<file path="src/pchfp_pkg.sv">
// Constants for the PCM conference host and frame port
package pchfp_pkg;

  localparam int FCNT_W = 10;
  localparam logic [7:0] OPC_EXTRA_BIT = 8'h05;
  localparam logic [FCNT_W-1:0] LEGACY_MAX_BITS = 10'h100;
  localparam logic [FCNT_W-1:0] RX_OFFSET_NORMAL = 10'h001;
  localparam logic [FCNT_W-1:0] RX_OFFSET_EXTRA = 10'h003;
  localparam logic [1:0] SUPPRESS_PERIODS = 2'h2;
  localparam logic [1:0] INIT_FRAMES = 2'h2;
  localparam logic [FCNT_W-1:0] FRAME_LEN_RST = 10'h100;
  localparam logic [7:0] BYTE_RST = 8'h00;

  typedef enum logic [1:0] {
    PCHFP_RD_IDLE = 2'b01,
    PCHFP_RD_DRIVE = 2'b10
  } pchfp_rd_state_type;

endpackage

</file>
<file path="src/pchfp_port.sv">
// Host parallel port and PCM frame timing of the conference device
`timescale 1ns/10ps
module pchfp_port import pchfp_pkg::*; (
  input wire logic clk_i,
  input wire logic reset_i,
  input wire logic master_reset_n_i,
  input wire logic cs_n_i,
  input wire logic rd_n_i,
  input wire logic wr_n_i,
  input wire logic cmd_data_sel_i,
  input wire logic [7:0] data_i,
  output logic [7:0] data_o,
  output logic data_oe_o,
  input wire logic pcm_clk_i,
  input wire logic frame_sync_i,
  input wire logic pcm_in_i,
  output logic pcm_out_o,
  output logic pcm_out_oe_o,
  output logic matrix_clock_out_o,
  input wire logic companding_law_select_i,
  output logic law_alaw_o,
  input wire logic legacy_mode_req_i,
  output logic legacy_mode_o,
  output logic extra_bit_o,
  output logic init_busy_o,
  input wire logic [9:0] overflow_i,
  input wire logic [5:0] status_i,
  input wire logic read_match_i,
  input wire logic [7:0] read_data_i,
  output logic cmd_valid_o,
  output logic cmd_is_opcode_o,
  output logic [7:0] cmd_byte_o,
  input wire logic [7:0] tx_word_i,
  output logic tx_load_o,
  output logic [7:0] rx_word_o,
  output logic rx_valid_o
);

  // ****************************************************
  // Pin synchronisation
  // ****************************************************
  logic [16:0] pins_s;
  logic cs_n_s, rd_n_s, wr_n_s, cd_s, pclk_s, fsync_s, pin_s;
  logic mrst_n_s, law_s;
  logic [7:0] data_s;

  pchfp_sync #(.WIDTH(17)) u_sync (
    .clk_i(clk_i),
    .reset_i(reset_i),
    .async_i({cs_n_i, rd_n_i, wr_n_i, cmd_data_sel_i, data_i,
              pcm_clk_i, frame_sync_i, pcm_in_i, master_reset_n_i,
              companding_law_select_i}),
    .sync_o(pins_s)
  );

  assign {cs_n_s, rd_n_s, wr_n_s, cd_s, data_s,
          pclk_s, fsync_s, pin_s, mrst_n_s, law_s} = pins_s;

  // Pin reset and system reset both hold the port and frame logic; edge and law registers see system reset only
  logic dev_rst;
  assign dev_rst = reset_i | ~mrst_n_s;

  // ****************************************************
  // Edge detection
  // ****************************************************
  logic rd_n_q, wr_n_q, pclk_q, fsync_q;
  logic wr_rise, rd_fall, pclk_rise, sel;

  always_ff @(posedge clk_i) begin
    if (reset_i) begin
      rd_n_q <= 1'b1;
      wr_n_q <= 1'b1;
      pclk_q <= 1'b0;
      fsync_q <= 1'b0;
    end else begin
      rd_n_q <= rd_n_s;
      wr_n_q <= wr_n_s;
      pclk_q <= pclk_s;
      fsync_q <= pclk_rise ? fsync_s : fsync_q;
    end
  end

  assign wr_rise = wr_n_s & ~wr_n_q;
  assign rd_fall = ~rd_n_s & rd_n_q;
  assign pclk_rise = pclk_s & ~pclk_q;
  assign sel = ~cs_n_s;

  // Marker sampled on master clock rises only
  logic sync_edge;
  assign sync_edge = pclk_rise & fsync_s & ~fsync_q;

  // ****************************************************
  // Law strap and frame length
  // ****************************************************
  logic law_q, law_d;
  logic [FCNT_W-1:0] edge_cnt_q, edge_cnt_d;
  logic [FCNT_W-1:0] frame_len_q, frame_len_d;
  logic [1:0] init_cnt_q, init_cnt_d;
  logic [1:0] supp_q, supp_d;
  logic extra_q, extra_d, ext_pend_q, ext_pend_d;
  logic mclk_q, mclk_d;
  logic busy, legacy_eff;

  assign busy = init_cnt_q != INIT_FRAMES;
  // Legacy limited to frames of 256 bits or fewer
  assign legacy_eff = legacy_mode_req_i &
                      (frame_len_q <= LEGACY_MAX_BITS);

  // ****************************************************
  // Host port
  // ****************************************************
  pchfp_rd_state_type rd_st_q, rd_st_d;
  logic [7:0] rd_data_q, rd_data_d;
  logic cmd_v_q, cmd_v_d, cmd_op_q, cmd_op_d;
  logic [7:0] cmd_b_q, cmd_b_d;

  function automatic logic [7:0] legacy_byte(
    input logic cd,
    input logic [9:0] ovf,
    input logic [5:0] st
  );
    legacy_byte = cd ? {st, ovf[9:8]} : ovf[7:0];
  endfunction

  always_comb begin
    rd_st_d = rd_st_q;
    rd_data_d = rd_data_q;
    cmd_v_d = 1'b0;
    cmd_op_d = cmd_op_q;
    cmd_b_d = cmd_b_q;
    // Deselected strobes latch nothing
    if (wr_rise && sel && !busy) begin
      cmd_v_d = 1'b1;
      cmd_op_d = cd_s;
      cmd_b_d = data_s;
    end
    unique case (rd_st_q)
      PCHFP_RD_IDLE: begin
        if (rd_fall && sel && !busy) begin
          if (legacy_eff) begin
            rd_st_d = PCHFP_RD_DRIVE;
            rd_data_d = legacy_byte(cd_s, overflow_i, status_i);
          end else if (read_match_i) begin
            rd_st_d = PCHFP_RD_DRIVE;
            rd_data_d = read_data_i;
          end
        end
      end
      PCHFP_RD_DRIVE: begin
        if (rd_n_s || cs_n_s) begin
          rd_st_d = PCHFP_RD_IDLE;
        end
      end
      default: rd_st_d = PCHFP_RD_IDLE;
    endcase
  end

  always_ff @(posedge clk_i) begin
    if (dev_rst) begin
      rd_st_q <= PCHFP_RD_IDLE;
      rd_data_q <= BYTE_RST;
      cmd_v_q <= 1'b0;
      cmd_op_q <= 1'b0;
      cmd_b_q <= BYTE_RST;
    end else begin
      rd_st_q <= rd_st_d;
      rd_data_q <= rd_data_d;
      cmd_v_q <= cmd_v_d;
      cmd_op_q <= cmd_op_d;
      cmd_b_q <= cmd_b_d;
    end
  end

  // Float whenever deselected, in reset or initialising
  assign data_oe_o = (rd_st_q == PCHFP_RD_DRIVE) & sel & ~dev_rst
                     & ~busy;
  assign data_o = rd_data_q;
  assign cmd_valid_o = cmd_v_q;
  assign cmd_is_opcode_o = cmd_op_q;
  assign cmd_byte_o = cmd_b_q;

  // ****************************************************
  // Frame timing
  // ****************************************************
  logic [FCNT_W-1:0] rx_off, tx_pos, rx_pos;
  logic [7:0] tx_sh_q, tx_sh_d, rx_sh_q, rx_sh_d;
  logic tx_bit_q, tx_bit_d, tx_ld_q, tx_ld_d, rx_v_q, rx_v_d;

  assign rx_off = extra_q ? RX_OFFSET_EXTRA : RX_OFFSET_NORMAL;
  assign rx_pos = edge_cnt_q - rx_off;
  // Bit 0 leaves one edge ahead of the marker unless extra bit is on
  always_comb begin
    if (extra_q) begin
      tx_pos = edge_cnt_d;
    end else if (edge_cnt_d == frame_len_q - 10'h001) begin
      tx_pos = '0;
    end else begin
      tx_pos = edge_cnt_d + 10'h001;
    end
  end

  always_comb begin
    law_d = law_q;
    edge_cnt_d = edge_cnt_q;
    frame_len_d = frame_len_q;
    init_cnt_d = init_cnt_q;
    supp_d = supp_q;
    extra_d = extra_q;
    ext_pend_d = ext_pend_q;
    tx_sh_d = tx_sh_q;
    tx_bit_d = tx_bit_q;
    tx_ld_d = 1'b0;
    rx_sh_d = rx_sh_q;
    rx_v_d = 1'b0;
    if (!mrst_n_s) begin
      law_d = law_s;
    end
    if (cmd_v_q && cmd_op_q) begin
      ext_pend_d = cmd_b_q == OPC_EXTRA_BIT;
    end else if (cmd_v_q && ext_pend_q) begin
      extra_d = cmd_b_q[0];
      ext_pend_d = 1'b0;
    end
    if (pclk_rise) begin
      if (sync_edge) begin
        edge_cnt_d = '0;
        frame_len_d = edge_cnt_q + 10'h001;
        if (busy) begin
          init_cnt_d = init_cnt_q + 2'h1;
        end
        if (extra_q) begin
          supp_d = SUPPRESS_PERIODS;
        end
      end else begin
        edge_cnt_d = edge_cnt_q + 10'h001;
        if (supp_q != 2'h0) begin
          supp_d = supp_q - 2'h1;
        end
      end
      if (tx_pos[2:0] == 3'h0) begin
        tx_sh_d = tx_word_i;
        tx_ld_d = 1'b1;
        tx_bit_d = tx_word_i[7];
      end else begin
        tx_bit_d = tx_sh_q[3'h7 - tx_pos[2:0]];
      end
      if (!sync_edge && edge_cnt_q + 10'h001 >= rx_off) begin
        rx_sh_d = {rx_sh_q[6:0], pin_s};
        rx_v_d = rx_pos[2:0] == 3'h6;
      end
    end
  end

  // Extra bit: two master periods after the marker are blanked
  // Gate only while enabled, so a late disable never eats a period
  assign mclk_d = pclk_s & ~(extra_q & (supp_d != 2'h0));

  always_ff @(posedge clk_i) begin
    if (reset_i) begin
      law_q <= 1'b0;
    end else begin
      law_q <= law_d;
    end
  end

  always_ff @(posedge clk_i) begin
    if (dev_rst) begin
      edge_cnt_q <= '0;
      frame_len_q <= FRAME_LEN_RST;
      init_cnt_q <= '0;
      supp_q <= '0;
      extra_q <= 1'b0;
      ext_pend_q <= 1'b0;
      mclk_q <= 1'b0;
      tx_sh_q <= BYTE_RST;
      tx_bit_q <= 1'b1;
      tx_ld_q <= 1'b0;
      rx_sh_q <= BYTE_RST;
      rx_v_q <= 1'b0;
    end else begin
      edge_cnt_q <= edge_cnt_d;
      frame_len_q <= frame_len_d;
      init_cnt_q <= init_cnt_d;
      supp_q <= supp_d;
      extra_q <= extra_d;
      ext_pend_q <= ext_pend_d;
      mclk_q <= mclk_d;
      tx_sh_q <= tx_sh_d;
      tx_bit_q <= tx_bit_d;
      tx_ld_q <= tx_ld_d;
      rx_sh_q <= rx_sh_d;
      rx_v_q <= rx_v_d;
    end
  end

  // Open drain: only ever pulls low
  assign pcm_out_o = 1'b0;
  assign pcm_out_oe_o = ~tx_bit_q & ~busy & ~dev_rst;
  assign matrix_clock_out_o = mclk_q;
  assign law_alaw_o = law_q;
  assign legacy_mode_o = legacy_eff;
  assign extra_bit_o = extra_q;
  assign init_busy_o = busy;
  assign tx_load_o = tx_ld_q;
  assign rx_word_o = rx_sh_q;
  assign rx_valid_o = rx_v_q;
endmodule // pchfp_port

</file>
<file path="src/pchfp_sync.sv">
// Two-stage synchroniser for pins entering the system clock domain
`timescale 1ns/10ps
module pchfp_sync #(
  parameter int WIDTH = 1
) (
  input wire logic clk_i,
  input wire logic reset_i,
  input wire logic [WIDTH-1:0] async_i,
  output logic [WIDTH-1:0] sync_o
);

  logic [WIDTH-1:0] meta_q;
  logic [WIDTH-1:0] sync_q;

  // First stage feeds only the second stage
  always_ff @(posedge clk_i) begin
    if (reset_i) begin
      meta_q <= '0;
      sync_q <= '0;
    end else begin
      meta_q <= async_i;
      sync_q <= meta_q;
    end
  end

  assign sync_o = sync_q;

endmodule // pchfp_sync

</file>
<file path="config.mk">
export PLATFORM = sky130hd
export DESIGN_NAME = pchfp_port
export DESIGN_NICKNAME = d
export VERILOG_FILES = /design/src/pchfp_pkg.sv /design/src/pchfp_port.sv /design/src/pchfp_sync.sv
export SDC_FILE = /design/constraint.sdc
export NUM_CORES = 1
export LEC_CHECK = 0
export ABC_CLOCK_PERIOD_IN_PS = 3250
export BUFFER_PORTS_ARGS = -buffer_cell sky130_fd_sc_hd__clkbuf_2
export CORE_MARGIN = 2
export CORE_UTILIZATION = 30
export CTS_CLUSTER_DIAMETER = 40
export CTS_CLUSTER_SIZE = 28
export DETAILED_ROUTE_END_ITERATION = 10
export GPL_TIMING_DRIVEN = 0
export PLACE_DENSITY = 0.52
export SLEW_MARGIN = 5
export SYNTH_ARGS = -nofsm -noshare
export SYNTH_HDL_FRONTEND = slang
export SYNTH_SLANG_ARGS = --single-unit
export TNS_END_PERCENT = 100
</file>
<file path="constraint.sdc">
create_clock -name clk_i -period 3.25 [get_ports clk_i]
set_input_delay 0.65 -clock clk_i [delete_from_list [all_inputs] [get_ports clk_i]]
set_output_delay 0.65 -clock clk_i [all_outputs]
set_load 0.02 [all_outputs]
</file>
==> results.toml <==
[cts]
cts_tree = "yes"
clock_latency_ns = 0.35
cts_setup_buffers = 0
numClockSinks = 104
clk_path_buf_depth = 2
root_buffer = "clkbuf_16"
cts_made_buffers = 9
path_clk_slew_ns = 0.08
h-tree-depth = 3

[synth]
synthXorXnorAreaFrac_pct = 4.57
synth_area_sq_um = 4790
async_flop_share_pct = 0
synth_top_family_by_area = "simple AND/OR/NAND/NOR gates"
synth_common_cells = "dfxtp_1 (104), nor2_1 (61), nand2_1 (42)"
ys.flop_type = "dfxtp_1"
ys_warn_count = 0
synth-adder-area-share_pct = 1.98
synth_compound_area_share_pct = 12.3
yosysMostFrequentCell = "dfxtp_1"
synthCells = 535
ys_ff_latch = 104
syn_area_per_cell_sq_um = 8.95
synth_area_leaders = "dfxtp_1 (43%), mux2i_1 (7.3%), nor2b_1 (5.1%)"
synthSimpleGateAreaFrac_pct = 25.8
yosysTopAreaCell = "dfxtp_1"
muxShareOfSynthArea_pct = 7.31
synth_top_area_share_pct = 43.5
seq_area_frac_synth_pct = 43.5
synth_cell_types = 67
synth_edf_count = 0
syn-num-nets = 595

[timing]
period_needed_ns = 3.00
finalHoldViolations = 0
period_share_pct = 92.4
worst_slew_pin_slew_ns = 0.724
maxSlewHeadroom_pct = 51.7
rsz0062_at_grt = "false"
holdWs_ns = 0.436
setup_viol = 0
fin_setup_tns_ns = 0
max_freq_mhz = 333
slew_viol_final = 0
finClkSkew_ns = 0.0118

[global_route]
grt_pass1_wl_um = 19200
grt_usage_pct = 14.5
grt_overflow = 0
grt_pass1_vias = 3835
grt_max_degree = 21
grt_antenna_before_repair = 0

[power_and_ir_drop]
ir_drop_mv = 0.292
design_power_total_uw = 2490
power.density_nw_per_um2 = 427
p_leak_uw = 0.00222

[route]
post_drt_wl_per_cell_um = 13.8
drc = 0
ant_nets = 0
drt_iter0_markers = 133
routed_wl_um = 11800
via_count = 4016
avgViaCountPerCell = 4.70
dr.pass1.iters = 6

[hold_path]
hold_class = "reg2reg"
holdPathEnd = "u_sync.sync_o[5]$_SDFF_PP0_"
hold_path_depth = 1
holdCritStartpoint = "u_sync.meta_q[5]$_SDFF_PP0_"

[floorplanning]
fp.dieH_um = 130
die_w_um = 130
start_util_pct = 30.4
row_count = 46
coreArea_sq_um = 15800
dieArea_sq_um = 17000
boundaryPins = 89

[critical_path]
cp-start-kind = "flop"
cp_cell_sequence = "ha_1 -> buf_4 -> nand3_2 -> or4_1 -> and4_1 -> nor4_2 -> nand4_1 -> o41ai_2 -> buf_6 -> mux2i_1 -> nor2_1"
reg2reg_slack_ns = 0.25
rr_startpoint = "edge_cnt_q[1]$_SDFF_PN0_"
criticalPathCategory = "reg2reg"
crit_path_max_fanout = 9
reg2reg_to = "tx_sh_q[5]$_SDFFE_PN0P_"
cp.arrival_ns = 3.22
rr_worst_depth = 11
cpMaxStageDelayCell = "or4_1"
cp-end-kind = "flop"
cp.required_ns = 3.47
max_stage_delay_ns = 0.47

[flow_run]
maxCapViolations = 0

[run_status]
status = "completed"

[placement]
gp_congestion = 0.872
place_hpwl_um = 9000
io_buffer_count = 87
post_dp_cell_area_sq_um = 5500

[finish]
antenna_cells = 0
syn_to_final_growth_pct = 21.7
drive_above_1_share_pct = 22.1
final_area_sq_um = 5830
nFillCells = 1646
final_nets = 693
[flip-flops by register name, summed over array words and instances (netlist names), 2 cells and up]
signal         count
u_sync.meta_q     17
u_sync.sync_o     17
edge_cnt_q        10
frame_len_q       10
cmd_byte_o         8
data_o             8
rx_word_o          8
tx_sh_q            7
init_cnt_q         2
rd_st_q            2
supp_q             2
[worst max-delay path, delay by kind of cell, from the launching register on]
kind,cells,cell delay (ns)
AOI/OAI and AO/OA,1,0.29
muxes,1,0.20
and+or+nand+nor,6,1.41
adders and majority gates,1,0.18
DFF,1,0.42
buffers and inverters,2,0.36
[through the flow]
step / worst slack [ns] / utilization, % / std cells
after floorplan: 0.508 / - / 535
after global placement: 0.117 / 34.9 / 838
after CTS: 0.0700 / 36.8 / 854
final: 0.247 / 37.0 / 854
after global routing: 0.00847 / 37.0 / 854
after detailed placement: 0.0773 / 34.9 / 838
[how the worst max path moves through the flow]
stage                                            from                       to  depth (start not counted)
after floorplan              edge_cnt_q[1]$_SDFF_PN0_  tx_sh_q[0]$_SDFFE_PN0P_                         11
after global placement       edge_cnt_q[1]$_SDFF_PN0_  tx_sh_q[6]$_SDFFE_PN0P_                         11
after detailed placement     edge_cnt_q[1]$_SDFF_PN0_  tx_sh_q[4]$_SDFFE_PN0P_                         11
after CTS                        fsync_q$_SDFFE_PP0N_    tx_bit_q$_SDFFE_PN1N_                         11
after global routing      u_sync.sync_o[4]$_SDFF_PP0_    tx_bit_q$_SDFFE_PN1N_                         10
final                        edge_cnt_q[1]$_SDFF_PN0_  tx_sh_q[5]$_SDFFE_PN0P_                         11
[cell families (layout without fill, tap and decap cells)]
| family | Yosys count | after routing |
|---|---|---|
| xor+xnor | 25 | 25 |
| fa+ha+maj | 7 | 7 |
| compound gates | 86 | 86 |
| flops | 104 | 104 |
| mux | 35 | 35 |
| buf+inv | 47 | 150 |
| simple gates | 230 | 230 |
| other cells | 1 | 1 |
[area by class of cell]
cell class	count	area, sq um	area share (%)
Tap cell	216	270	4.64
Multi-Input combinational cell	384	2520	43.3
Buffer	33	169	2.90
Clock buffer	9	225	3.86
Inverter	14	52.6	0.901
Sequential cell	104	2080	35.7
Timing Repair Buffer	87	435	7.47
Clock inverter	7	70.1	1.20
[layout by cell type (no fill, tap or decap), drive strengths merged, types with 2 or more instances in the layout]
master	instances
clkbuf	116
dfxtp	104
nor2	61
nand2	43
nor2b	39
mux2i	35
a21oi	33
nand3	21
inv	18
xnor2	17
buf	13
a211oi	12
o21ai	9
xor2	8
nor3	8
nand2b	7
nor4	7
o211ai	7
and2	6
ha	6
nand4	6
or2	6
a31oi	4
o21a	4
nor4bb	3
and3	3
nand4b	3
or3	3
o31ai	3
clkinv	3
or4	2
and4	2
a21o	2
nor4b	2
a2111oi	2
[what timing repair did]
item	in CTS	in global routing
endpoints found under the hold margin	0	0
hold buffers	0	0
endpoints found under the setup margin	1	9
pin swaps	0	0
gates resized for setup	1	10
[where the power goes]
part	internal [uW]	switching, uW
Clock	543	521
Sequential	1300	7.89
Combinational	59.4	65.3
Total	1900	594
[per-layer routing]
layer,vias up,share of wire (%),wire length (um),GRT usage [%]
li1,2052,-,-,-
met1,1871,46,5390,18.3
met2,79,48,5700,24.1
met3,14,4.4,521,3.62
met4,0,1.6,192,5.26
met5,-,0,0,0
Note: power is estimated with default switching activity, not from simulation.
